$ cat src/rtl/aoc_defines.vh
// Purpose: Offsets, word width and timing counts for the angle path
//          configuration block.
// Assumes: 25 MHz system clock; registers are one aligned APB word each.
// Notes:   Register indices are kept as printed; byte address is index * 4.
`ifndef AOC_DEFINES_VH
`define AOC_DEFINES_VH
`define AOC_IDX_ANGLE_CALC   6'h32
`define AOC_IDX_GAIN         6'h33
`define AOC_IDX_POST_LIMIT   6'h34
`define AOC_IDX_MAG_LIMITS   6'h35
`define AOC_IDX_LOW_CLAMP    6'h36
`define AOC_IDX_FILT_UCLAMP  6'h37
`define AOC_IDX_STARTUP      6'h38
`define AOC_IDX_DIG_OUT      6'h39
`define AOC_IDX_SLOW_SEL     6'h3a
`define AOC_IDX_UNLOCK_FILT  6'h3b
`define AOC_IDX_THRESH       6'h16
`define AOC_IDX_STATUS       6'h3e
`define AOC_IDX_RESULT       6'h3f
`define AOC_REG_W            26
`define AOC_HALF_SCALE       17'h08000
`define AOC_POD_STEP_US      500
`define AOC_POD_LONG_US      4000
`define AOC_CLK_MHZ          25
`define AOC_POD_STEP_CYC     (`AOC_POD_STEP_US * `AOC_CLK_MHZ)
`define AOC_POD_LONG_CYC     (`AOC_POD_LONG_US * `AOC_CLK_MHZ)
`define AOC_FR_05MS_CYC      (500 * `AOC_CLK_MHZ)
`define AOC_TICKS_3N         9'd210
`define AOC_TICKS_4N         9'd228
`define AOC_TICKS_6N         9'd282
`endif

$ cat src/rtl/aoc_fault_filter.v
// Purpose: Persistence filter: a flag trips once its condition has held
//          for the selected number of consecutive updates.
// Assumes: i_cond is sampled on each i_tick.
// Notes:   A depth of zero passes the condition straight through.
`timescale 1ns/10ps
module aoc_fault_filter (
    // Clock and reset.
    input  wire       i_clk,
    input  wire       i_rst,
    // Condition and depth.
    input  wire       i_tick,
    input  wire       i_cond,
    input  wire [4:0] i_depth,
    // Filtered flag.
    output reg        o_flag
);
    reg [4:0] run; // Consecutive updates with the condition present.

    // Count runs of the condition; any gap restarts the count.
    always @(posedge i_clk) begin
        if (i_rst) begin
            run    <= 5'h00;
            o_flag <= 1'b0;
        end else if (i_tick) begin
            if (!i_cond) begin
                run    <= 5'h00;
                o_flag <= 1'b0;
            end else begin
                if (run != 5'h1f)
                    run <= run + 5'h01;
                o_flag <= ({1'b0, run} + 6'h01 >= {1'b0, i_depth});
            end
        end
    end
endmodule

$ cat src/rtl/aoc_sent_remap.v
// Purpose: Remaps SENT data words and substitutes not-valid or error codes.
// Assumes: n is the data width selected by i_nbits (12 or 16 here).
// Notes:   Purely combinational; the caller registers the result.
`timescale 1ns/10ps
module aoc_sent_remap (
    // Data in.
    input  wire [15:0] i_data,
    input  wire [4:0]  i_nbits,
    input  wire        i_enable,
    input  wire        i_err1,
    input  wire        i_err2,
    input  wire        i_not_valid,
    // Data out.
    output reg  [15:0] o_data
);
    reg [16:0] full; // 2^n at full precision.

    // Apply the mapping; error and not-valid codes take priority.
    always @* begin
        full = 17'h00001 << i_nbits;
        o_data = i_data;
        if (i_enable) begin
            if (i_not_valid)
                o_data = 16'h0000;
            else if (i_err1)
                o_data = full[15:0] - 16'h0005;
            else if (i_err2)
                o_data = full[15:0] - 16'h0006;
            else if (i_data == 16'h0000)
                o_data = 16'h0001;
            else if ({1'b0, i_data} >= full - 17'h00008)
                o_data = full[15:0] - 16'h0008;
        end
    end
endmodule

$ cat src/rtl/aoc_top.v
// Purpose: Shadowed configuration words and the short-stroke angle path
//          with magnitude checks, fault filters, start-up delay and SENT
//          data selection, reached over APB.
// Assumes: Inputs synchronous to I_CLK_SYS; shadow loads from I_NV_* at
//          reset release.
// Notes:   Filter, serial and driver fields are held and exported only.
`timescale 1ns/10ps
`include "aoc_defines.vh"
module aoc_top #(
    parameter POD_STEP_CYC = `AOC_POD_STEP_CYC,
    parameter POD_LONG_CYC = `AOC_POD_LONG_CYC,
    parameter FR_BASE_CYC  = `AOC_FR_05MS_CYC
) (
    // Clock and reset.
    input  wire        I_CLK_SYS,
    input  wire        I_SYS_RST,
    // APB slave.
    input  wire        I_PSEL,
    input  wire        I_PENABLE,
    input  wire        I_PWRITE,
    input  wire [7:0]  I_PADDR,
    input  wire [31:0] I_PWDATA,
    output reg  [31:0] O_PRDATA,
    output reg         O_PREADY,
    output reg         O_PSLVERR,
    // Non-volatile image, ten words packed low index first, plus 0x16.
    input  wire [259:0] I_NV_WORDS,
    input  wire [25:0]  I_NV_THRESH,
    // Signal path inputs.
    input  wire        I_UPDATE,
    input  wire [15:0] I_CHAN_A,
    input  wire [15:0] I_CHAN_B,
    input  wire [15:0] I_ATAN_AB,
    input  wire [15:0] I_ATAN_BA,
    input  wire [7:0]  I_MAGNITUDE,
    input  wire        I_ACF_COND,
    input  wire        I_SAT_COR_COND,
    input  wire        I_SAT_LIN_COND,
    input  wire        I_SENT_ERR1,
    input  wire        I_SENT_ERR2,
    // Outputs.
    output reg  [15:0] O_ANGLE,
    output reg         O_ANGLE_VALID,
    output reg  [15:0] O_SENT_DATA,
    output reg         O_POR_HOLD,
    output reg  [6:0]  O_FLAGS,
    output reg  [1:0]  O_PROTOCOL,
    output reg  [4:0]  O_DATA_RATE,
    output reg  [2:0]  O_BW_CODE,
    output reg  [15:0] O_FRAME_CYC,
    output reg         O_CRC_WITH_STATUS,
    output reg         O_SLOW_CHANNEL_OFF
);
    // Shadow copies of the configuration words.
    reg [25:0] shadow [0:9];
    reg [25:0] thresh_word;                    // Protected word 0x16.
    reg        loaded;                         // Shadow load done.
    reg        valid_seen;                     // First update after delay.
    reg [23:0] pod_cnt;                        // Power-on delay counter.
    integer    k;
    // Convenient field views.
    wire [25:0] w_calc = shadow[0];
    wire [25:0] w_gain = shadow[1];
    wire [25:0] w_lim  = shadow[2];
    wire [25:0] w_mag  = shadow[3];
    wire [25:0] w_dig  = shadow[7];
    wire [25:0] w_flt  = shadow[9];
    wire [5:0]  idx    = I_PADDR[7:2];
    wire        in_map = (idx >= `AOC_IDX_ANGLE_CALC) &&
                         (idx <= `AOC_IDX_UNLOCK_FILT);
    wire [3:0]  sidx   = idx[3:0] - 4'h2;
    wire        apb_wr = I_PSEL && I_PENABLE && I_PWRITE;

    // Stage arithmetic; the pre-gain offset sum wraps at 16 bits, later stages keep their carry.
    reg  [16:0] src;       // Angle stage output.
    reg  [16:0] pre;       // After pre-gain offset.
    reg  [32:0] prod;      // After gain.
    reg  [32:0] post;      // After post-gain offset.
    reg  [15:0] limited;   // After rollover or saturation.
    reg  [15:0] clamped;   // After clamping.
    reg         sat_event; // Saturation or wrap taken.
    reg         clamp_hit; // Value fell outside the clamp.
    wire [16:0] roll_pt = {1'b0, w_lim[25:18], 8'hff};

    // Angle source, offset, gain, offset, limit, clamp, in order.
    always @* begin
        case ({w_calc[2], w_calc[1]})
            2'b00:   src = {1'b0, I_ATAN_AB};
            2'b01:   src = {1'b0, I_ATAN_BA};
            2'b10:   src = {1'b0, I_CHAN_A} + `AOC_HALF_SCALE;
            default: src = {1'b0, I_CHAN_B} + `AOC_HALF_SCALE;
        endcase
        if (w_calc[0])
            src = {1'b0, ~src[15:0]};
        // The 15-bit offset is sign extended into 16-bit angle space.
        pre = {1'b0, src[15:0] + {w_calc[17], w_calc[17:3]}};
        prod = {17'h00000, pre[15:0]} * {17'h00000, w_gain[15:0]};
        post = {17'h00000, prod[23:8]} + {17'h00000, w_lim[16:1]};
        sat_event = 1'b0;
        limited = post[15:0];
        if (w_lim[0] && (post > {16'h0000, roll_pt})) begin
            sat_event = 1'b1;
            if (!w_lim[17])
                limited = 16'h0000;
            else if (pre[15])
                limited = 16'h0000;
            else
                limited = roll_pt[15:0];
        end
        clamp_hit = 1'b0;
        clamped = limited;
        if (limited < shadow[4][15:0]) begin
            clamped = shadow[4][15:0];
            clamp_hit = 1'b1;
        end else if (limited > shadow[5][15:0]) begin
            clamped = shadow[5][15:0];
            clamp_hit = 1'b1;
        end
    end

    // Fault filter depths: two bits for the analog check, three otherwise.
    reg [4:0] acf_depth;
    reg [4:0] gen_depth;
    always @* begin
        acf_depth = (w_flt[16:15] == 2'b00) ? 5'h00 :
                    (5'h01 << w_flt[16:15]);
        case (w_flt[14:12])
            3'h1:    gen_depth = 5'h02;
            3'h2:    gen_depth = 5'h04;
            3'h3:    gen_depth = 5'h08;
            3'h4:    gen_depth = 5'h10;
            default: gen_depth = 5'h00;
        endcase
    end

    // Magnitude checks only count while their enable bit is set.
    wire mag_hi = w_mag[9] && (I_MAGNITUDE > w_mag[17:10]);
    wire mag_lo = w_mag[0] && (I_MAGNITUDE < w_mag[8:1]);
    wire [4:0] conds = {I_ACF_COND, mag_hi | mag_lo, clamp_hit,
                        sat_event | I_SAT_COR_COND, I_SAT_LIN_COND};
    wire [4:0] filt;

    // One persistence filter per fault source.
    genvar g;
    generate
        for (g = 0; g < 5; g = g + 1) begin : g_filt
            aoc_fault_filter u_filt (
                .i_clk   (I_CLK_SYS),
                .i_rst   (I_SYS_RST),
                .i_tick  (I_UPDATE),
                .i_cond  (conds[g]),
                .i_depth ((g == 4) ? acf_depth : gen_depth),
                .o_flag  (filt[g])
            );
        end
    endgenerate

    // Power-on delay in cycles; code 7 means no extra delay.
    reg [23:0] pod_target;
    always @* begin
        case (shadow[6][20:18])
            3'h6:    pod_target = POD_LONG_CYC[23:0];
            3'h7:    pod_target = 24'h000000;
            default: pod_target = POD_STEP_CYC[23:0] *
                                  ({21'h000000, shadow[6][20:18]} + 24'h1);
        endcase
    end

    // SENT data width: 12 bits normally, 16 for configuration code 0xf.
    wire [4:0] nbits = (w_dig[6:3] == 4'hf) ? 5'h10 : 5'h0c;
    wire       remap_cfg = (w_dig[6:3] == 4'h0) || (w_dig[6:3] == 4'h4) ||
                           (w_dig[6:3] == 4'h7) || (w_dig[6:3] == 4'hf);
    reg  [15:0] init_val;
    wire [16:0] full = 17'h00001 << nbits;
    always @* begin
        case (w_dig[21:19])
            3'h1:    init_val = full[15:0] - 16'h0007;
            3'h2:    init_val = full[15:0] - 16'h0004;
            3'h3:    init_val = full[15:0] - 16'h0003;
            3'h4:    init_val = full[15:0] - 16'h0002;
            3'h5:    init_val = full[15:0] - 16'h0001;
            default: init_val = 16'h0000;
        endcase
    end
    wire        in_init = (pod_target != 24'h000000) && !valid_seen;
    wire [15:0] sent_src = in_init ? init_val : clamped;
    wire [15:0] sent_mapped;
    aoc_sent_remap u_remap (
        .i_data      (sent_src),
        .i_nbits     (nbits),
        .i_enable    (w_dig[18] && remap_cfg && !in_init),
        .i_err1      (I_SENT_ERR1),
        .i_err2      (I_SENT_ERR2),
        .i_not_valid (!valid_seen && !in_init),
        .o_data      (sent_mapped)
    );

    // Shadow load at reset release, then APB writes to the shadow.
    always @(posedge I_CLK_SYS) begin
        if (I_SYS_RST) begin
            loaded <= 1'b0;
            thresh_word <= 26'h0000000;
            for (k = 0; k < 10; k = k + 1)
                shadow[k] <= 26'h0000000;
        end else if (!loaded) begin
            loaded <= 1'b1;
            thresh_word <= I_NV_THRESH;
            for (k = 0; k < 10; k = k + 1)
                shadow[k] <= I_NV_WORDS[k*26 +: 26];
        end else if (apb_wr) begin
            if (in_map)
                shadow[sidx] <= I_PWDATA[25:0];
            else if ((idx == `AOC_IDX_THRESH) && w_flt[25])
                thresh_word <= I_PWDATA[25:0];
        end
    end

    // APB answers in the first access cycle; unmapped reads error.
    always @(posedge I_CLK_SYS) begin
        if (I_SYS_RST) begin
            O_PREADY  <= 1'b0;
            O_PSLVERR <= 1'b0;
            O_PRDATA  <= 32'h00000000;
        end else begin
            O_PREADY  <= I_PSEL && !I_PENABLE;
            O_PSLVERR <= I_PSEL && !I_PENABLE && !in_map &&
                         idx != `AOC_IDX_THRESH && idx != `AOC_IDX_STATUS &&
                         idx != `AOC_IDX_RESULT;
            if (in_map)
                O_PRDATA <= {6'h00, shadow[sidx]};
            else if (idx == `AOC_IDX_THRESH)
                O_PRDATA <= {6'h00, thresh_word};
            else if (idx == `AOC_IDX_STATUS)
                O_PRDATA <= {23'h000000, valid_seen, O_POR_HOLD, O_FLAGS};
            else if (idx == `AOC_IDX_RESULT)
                O_PRDATA <= {16'h0000, O_ANGLE};
            else
                O_PRDATA <= 32'h00000000;
        end
    end

    // Power-on hold, angle output and flag reporting.
    always @(posedge I_CLK_SYS) begin
        if (I_SYS_RST) begin
            pod_cnt       <= 24'h000000;
            valid_seen    <= 1'b0;
            O_POR_HOLD    <= 1'b1;
            O_ANGLE       <= 16'h0000;
            O_ANGLE_VALID <= 1'b0;
            O_SENT_DATA   <= 16'h0000;
            O_FLAGS       <= 7'h00;
        end else begin
            if (loaded && O_POR_HOLD) begin
                if (pod_cnt >= pod_target)
                    O_POR_HOLD <= 1'b0;
                else
                    pod_cnt <= pod_cnt + 24'h000001;
            end
            O_ANGLE_VALID <= I_UPDATE && !O_POR_HOLD;
            if (I_UPDATE && !O_POR_HOLD) begin
                O_ANGLE    <= clamped;
                valid_seen <= 1'b1;
            end
            O_SENT_DATA <= sent_mapped;
            // Masks hide the report only; the data path is untouched.
            O_FLAGS <= {filt[4], filt[3] & w_mag[9], filt[3] & w_mag[0],
                        filt[2], filt[1] & ~w_flt[18],
                        filt[0] & ~w_flt[17], mag_hi & mag_lo};
        end
    end

    // Exported output-side settings and paused frame timing.
    always @(posedge I_CLK_SYS) begin
        if (I_SYS_RST) begin
            O_PROTOCOL         <= 2'h0;
            O_DATA_RATE        <= 5'h00;
            O_BW_CODE          <= 3'h0;
            O_FRAME_CYC        <= 16'h0000;
            O_CRC_WITH_STATUS  <= 1'b0;
            O_SLOW_CHANNEL_OFF <= 1'b0;
        end else begin
            O_PROTOCOL  <= (w_dig[1:0] == 2'h3) ? 2'h0 : w_dig[1:0];
            O_DATA_RATE <= w_dig[11:7];
            O_BW_CODE   <= shadow[5][18:16];
            O_CRC_WITH_STATUS  <= w_dig[17];
            O_SLOW_CHANNEL_OFF <= w_dig[16];
            if (w_dig[23:22] == 2'h0)
                O_FRAME_CYC <= {7'h00, (nbits == 5'h10) ? `AOC_TICKS_6N :
                               (w_dig[6:3] == 4'h1) ? `AOC_TICKS_3N :
                               `AOC_TICKS_4N};
            else
                O_FRAME_CYC <= FR_BASE_CYC[15:0] <<
                               (w_dig[23:22] - 2'h1);
        end
    end
    // Adaptive bounds, settle count and loop gain stay in shadow[5],
    // shadow[6] and are read back over APB for the filter.
endmodule

$ cat config.mk
export PLATFORM = sky130hd
export DESIGN_NAME = aoc_top
export DESIGN_NICKNAME = d
export VERILOG_FILES = /design/src/rtl/aoc_fault_filter.v /design/src/rtl/aoc_sent_remap.v /design/src/rtl/aoc_top.v
export VERILOG_INCLUDE_DIRS = /design/src /design/src/rtl
export SDC_FILE = /design/constraint.sdc
export NUM_CORES = 2
export LEC_CHECK = 0
export ABC_AREA = 1
export BUFFER_PORTS_ARGS = -buffer_cell sky130_fd_sc_hd__buf_4
export CAP_MARGIN = 15
export CELL_PAD_IN_SITES_DETAIL_PLACEMENT = 1
export CELL_PAD_IN_SITES_GLOBAL_PLACEMENT = 1
export CORE_MARGIN = 4
export CORE_UTILIZATION = 30
export CTS_CLUSTER_DIAMETER = 120
export CTS_CLUSTER_SIZE = 14
export DETAILED_ROUTE_END_ITERATION = 7
export GPL_TIMING_DRIVEN = 0
export PLACE_DENSITY = 0.7
export SLEW_MARGIN = 20
export SYNTH_ARGS = -nofsm -noshare
export SYNTH_HDL_FRONTEND = slang
export SYNTH_SLANG_ARGS = --single-unit
$ cat constraint.sdc
create_clock -name I_CLK_SYS -period 25 [get_ports I_CLK_SYS]
set_clock_uncertainty 0.15 [all_clocks]
set_input_delay 1.25 -clock I_CLK_SYS [delete_from_list [all_inputs] [get_ports I_CLK_SYS]]
set_output_delay 1.25 -clock I_CLK_SYS [all_outputs]
set_load 0.005 [all_outputs]
==> out/metrics.cfg <==
[critical_path]
timing.critical_path.required_ns=25.32
r2r-end=O_SENT_DATA[9]
setup.worst_path.start=shadow[0][1]
crit_fanout=10
worst_setup_end_kind=register
critical_path_arrival_ns=19.09
crit_path_max_incr_delay_ns=0.55
cpMaxStageDelayCell=fa_1
regToRegStartpoint=shadow[0][1]
worst-setup-path-type=reg -> reg
r2r_setup_slack_ns=6.23
timing.critical_path.to=O_SENT_DATA[9]
reg2reg_depth=93
cp-start-kind=register
critPathMostFrequentCell=nand2_1

[layout]
n_fill_cell=15100
layout.nets=5826
areaGrowthSynthToFinish_pct=19.2
post_route_cells_drive_above_1_share_pct=13.4

[yosys]
muxShareOfSynthArea_pct=0
synth_cells=4460
async_reset_ff_share_pct=0
synth-seq-area-share_pct=41.4
postSynth.topFlopCell=edfxtp_1
synth.avg_cell_area_um2=8.66
synth-simple-area-share_pct=17.0
yosys.cell_types.count=62
postSynthRegisterBits=592
synthesized_cell_area_um2=38600
synth_enable_flop_cells=416
synth_xor_area_share_pct=1.65
yosys_warnings=0
synth_compound_area_share_pct=14.6
synth_fa_ha_area_share_pct=16.2
synth_top_family_by_area=simple AND/OR/NAND/NOR gates

[die]
core_um2=128000
die_w_um=367
floorplan.initialDensity_pct=30.3
rows=131
ioPinCount=512
overall_die_height_um=367
die-area_um2=135000

[detailed_routing]
drc=0
drt_iter0_markers=4484
wire_per_inst_um=30.1
detailroute.via_count=37700
drt-vias-per-instance=5.62
drtPass1Iterations=5
postRouteWirelength_um=202000
detail-route-antenna-nets=0

[sta]
finalCriticalPeriod_ns=18.77
finalSetupTns_ns=0
hold_viol_final=0
worst_slew_pin_tran_ns=1.31
final_max_slew_viol_count=0
period_share_pct=75.1
setup_repair_after_global_routing_missed_its_margin=false
finalSetupViolCount=0
timing.slew.headroom_pct=12.8
clock.fmax_mhz=53.3

[min_path]
hold_path.class=reg -> reg

[global_routing]
first_global_vias=38100
grt_max_degree=27
wire_length_of_the_first_global_routing_pass_um=279000
grt_overflow=0
initial_antenna_violation_count=26
track_usage_pct=28.9

[place]
place.port_buffers=494
gp_congestion=1.05
dp_hpwl_um=162000

[clock_network]
cts_hold_buffers=0
cts_setup_buffers=0
cts-root-buf=clkbuf_16
cts-htree-levels=2
post_cts_resize_count=0
buffer_depth_of_the_longest_clock_path=3
clkSlewWorstSetupHoldPaths_ns=0.07
latest_clock_arrival_within_the_worst_skew_pair_ns=0.67
cts_tree=done
cts_made_buffers=48
clkSinkCount=592

[run]
cap_viol_max_count=0

[status]
status=finished, final reports clean

==> layout make-up <==
type                            count  area [um^2]  share of cell area [%]
Clock inverter                      4         58.8                   0.128
Tap cell                         1662         2080                    4.51
Sequential cell                   592        16000                    34.8
Buffer                            245         1000                    2.18
Clock buffer                       65         1260                    2.75
Inverter                          674         2530                    5.49
Antenna cell                       17         42.5                  0.0923
Multi-Input combinational cell   2956        19200                    41.7
Timing Repair Buffer              502         3870                    8.39
==> metrics by stage <==
step | cell area (um^2) | hold WS [ns] | utilization (%) | std cells | worst slack [ns]
finish | 46100 | 0.277 | 36.1 | 6717 | 6.23
global route | 46000 | 0.296 | 36.1 | 6702 | 4.77
CTS | 46000 | 0.279 | 36.0 | 6700 | 6.38
detailed placement | 44700 | 0.266 | 35.0 | 6631 | 6.52
global placement | 44500 | 0.259 | 34.8 | 6623 | 6.48
floorplan | 38700 | 0.250 | - | 4467 | 9.87
==> registers in the layout, indices dropped and copies added (netlist names) <==
name / cells
O_ANGLE: 16
O_SENT_DATA: 16
shadow: 416
O_PRDATA: 26
O_FRAME_CYC: 13
O_POR_HOLD: 1
loaded: 1
O_FLAGS: 7
O_ANGLE_VALID: 1
O_PREADY: 1
g_filt.u_filt.o_flag: 5
pod_cnt: 24
thresh_word: 26
O_PSLVERR: 1
O_CRC_WITH_STATUS: 1
O_DATA_RATE: 5
O_SLOW_CHANNEL_OFF: 1
O_PROTOCOL: 2
valid_seen: 1
g_filt.u_filt.run: 25
O_BW_CODE: 3
==> critical path: cells and delay by family (launching register included) <==
family	cells	cell delay, ns
buffers and inverters	24	3.71
xor gates and xnor gates	3	0.64
and+or+nand+nor	32	4.73
DFF	1	0.51
AOI/OAI and AO/OA	22	3.79
adders and majority gates	12	5.03
==> Yosys cell counts, drive strengths merged, types with 2 or more instances <==
library cell    n  area share [%]
o211ai         74             1.5
o22ai          35            0.57
edfxtp        416              32
o21a            7            0.14
a22o            4           0.091
nor2          222             2.2
a221oi         15            0.34
a21oi         190             2.6
buf            32            0.51
xnor2          36            0.82
clkinv          3           0.029
or2            18            0.29
o21ai         445             5.8
a31o            2           0.045
a22oi          80             1.6
a211oi          6            0.12
nand3b          4           0.078
nor3           16            0.21
o221ai         16            0.36
dfxtp         176             9.1
a41oi           9            0.20
a31oi          35            0.57
o21bai          4           0.078
a21boi          6            0.12
fa            170             8.8
xor2           37            0.84
nand3         448             5.9
nor4            5           0.081
inv           671             6.5
nand2         784             7.8
a211o          10            0.23
ha            228             7.4
a21o            4           0.078
nand4          24            0.39
o2111ai         3           0.068
clkbuf        213             2.1
o31ai           2           0.039
and3            2           0.032
==> cell usage in the layout, fill, tap and decap left out, types with 5 or more instances in the layout <==
cell,instances
nand2_1,755
inv_1,664
buf_4,505
nand3_1,443
o21ai_0,427
edfxtp_1,416
ha_1,228
clkbuf_1,223
nor2_1,210
a21oi_1,179
dfxtp_1,176
fa_1,170
a22oi_1,80
o211ai_1,73
clkbuf_16,48
xor2_1,37
xnor2_1,36
a31oi_1,35
o22ai_1,35
nand2_2,26
nand4_1,24
or2_2,18
diode_2,17
o221ai_1,16
nor3_1,15
a221oi_1,15
buf_1,14
o21ai_1,12
a21oi_2,11
nor2_4,10
a211o_1,10
a41oi_1,9
conb_1,8
clkbuf_2,7
inv_2,7
o21a_1,7
a211oi_1,6
a21boi_0,6
o21ai_2,6
buf_2,5
==> metal layers <==
layer / part of all wire (%) / routed length, um / up-vias / GRT usage (%)
met5: 0.065 / 131 / - / 0
met4: 6.8 / 13600 / 18 / 16.7
met3: 10 / 20600 / 469 / 6.92
met2: 44 / 88700 / 2109 / 44.9
met1: 39 / 78800 / 19000 / 36.8
li1: - / - / 16200 / -
==> logic make-up (layout without fill, tap and decap cells) <==
group | after synthesis | after routing
buf+inv | 919 | 1490
other cells | 1 | 25
fa+ha+maj | 398 | 398
xor+xnor | 73 | 73
flops | 592 | 592
compound gates | 952 | 952
simple gates | 1525 | 1525
==> worst min path at each step <==
stage                                        from           to  slack (ns)  cells after the start
after floorplan           g_filt[2].u_filt.o_flag   O_FLAGS[3]        0.25                      2
after global placement    g_filt[4].u_filt.o_flag   O_FLAGS[6]        0.26                      2
after detailed placement              pod_cnt[19]  pod_cnt[19]        0.27                      2
after CTS                             pod_cnt[19]  pod_cnt[19]        0.28                      2
after global routing                  pod_cnt[19]  pod_cnt[19]        0.30                      2
final                                 pod_cnt[19]  pod_cnt[19]        0.28                      2
Power is left out: the tool's default activity adds up to more than one toggle a clock period on the data nets, which glitch-free logic cannot reach.
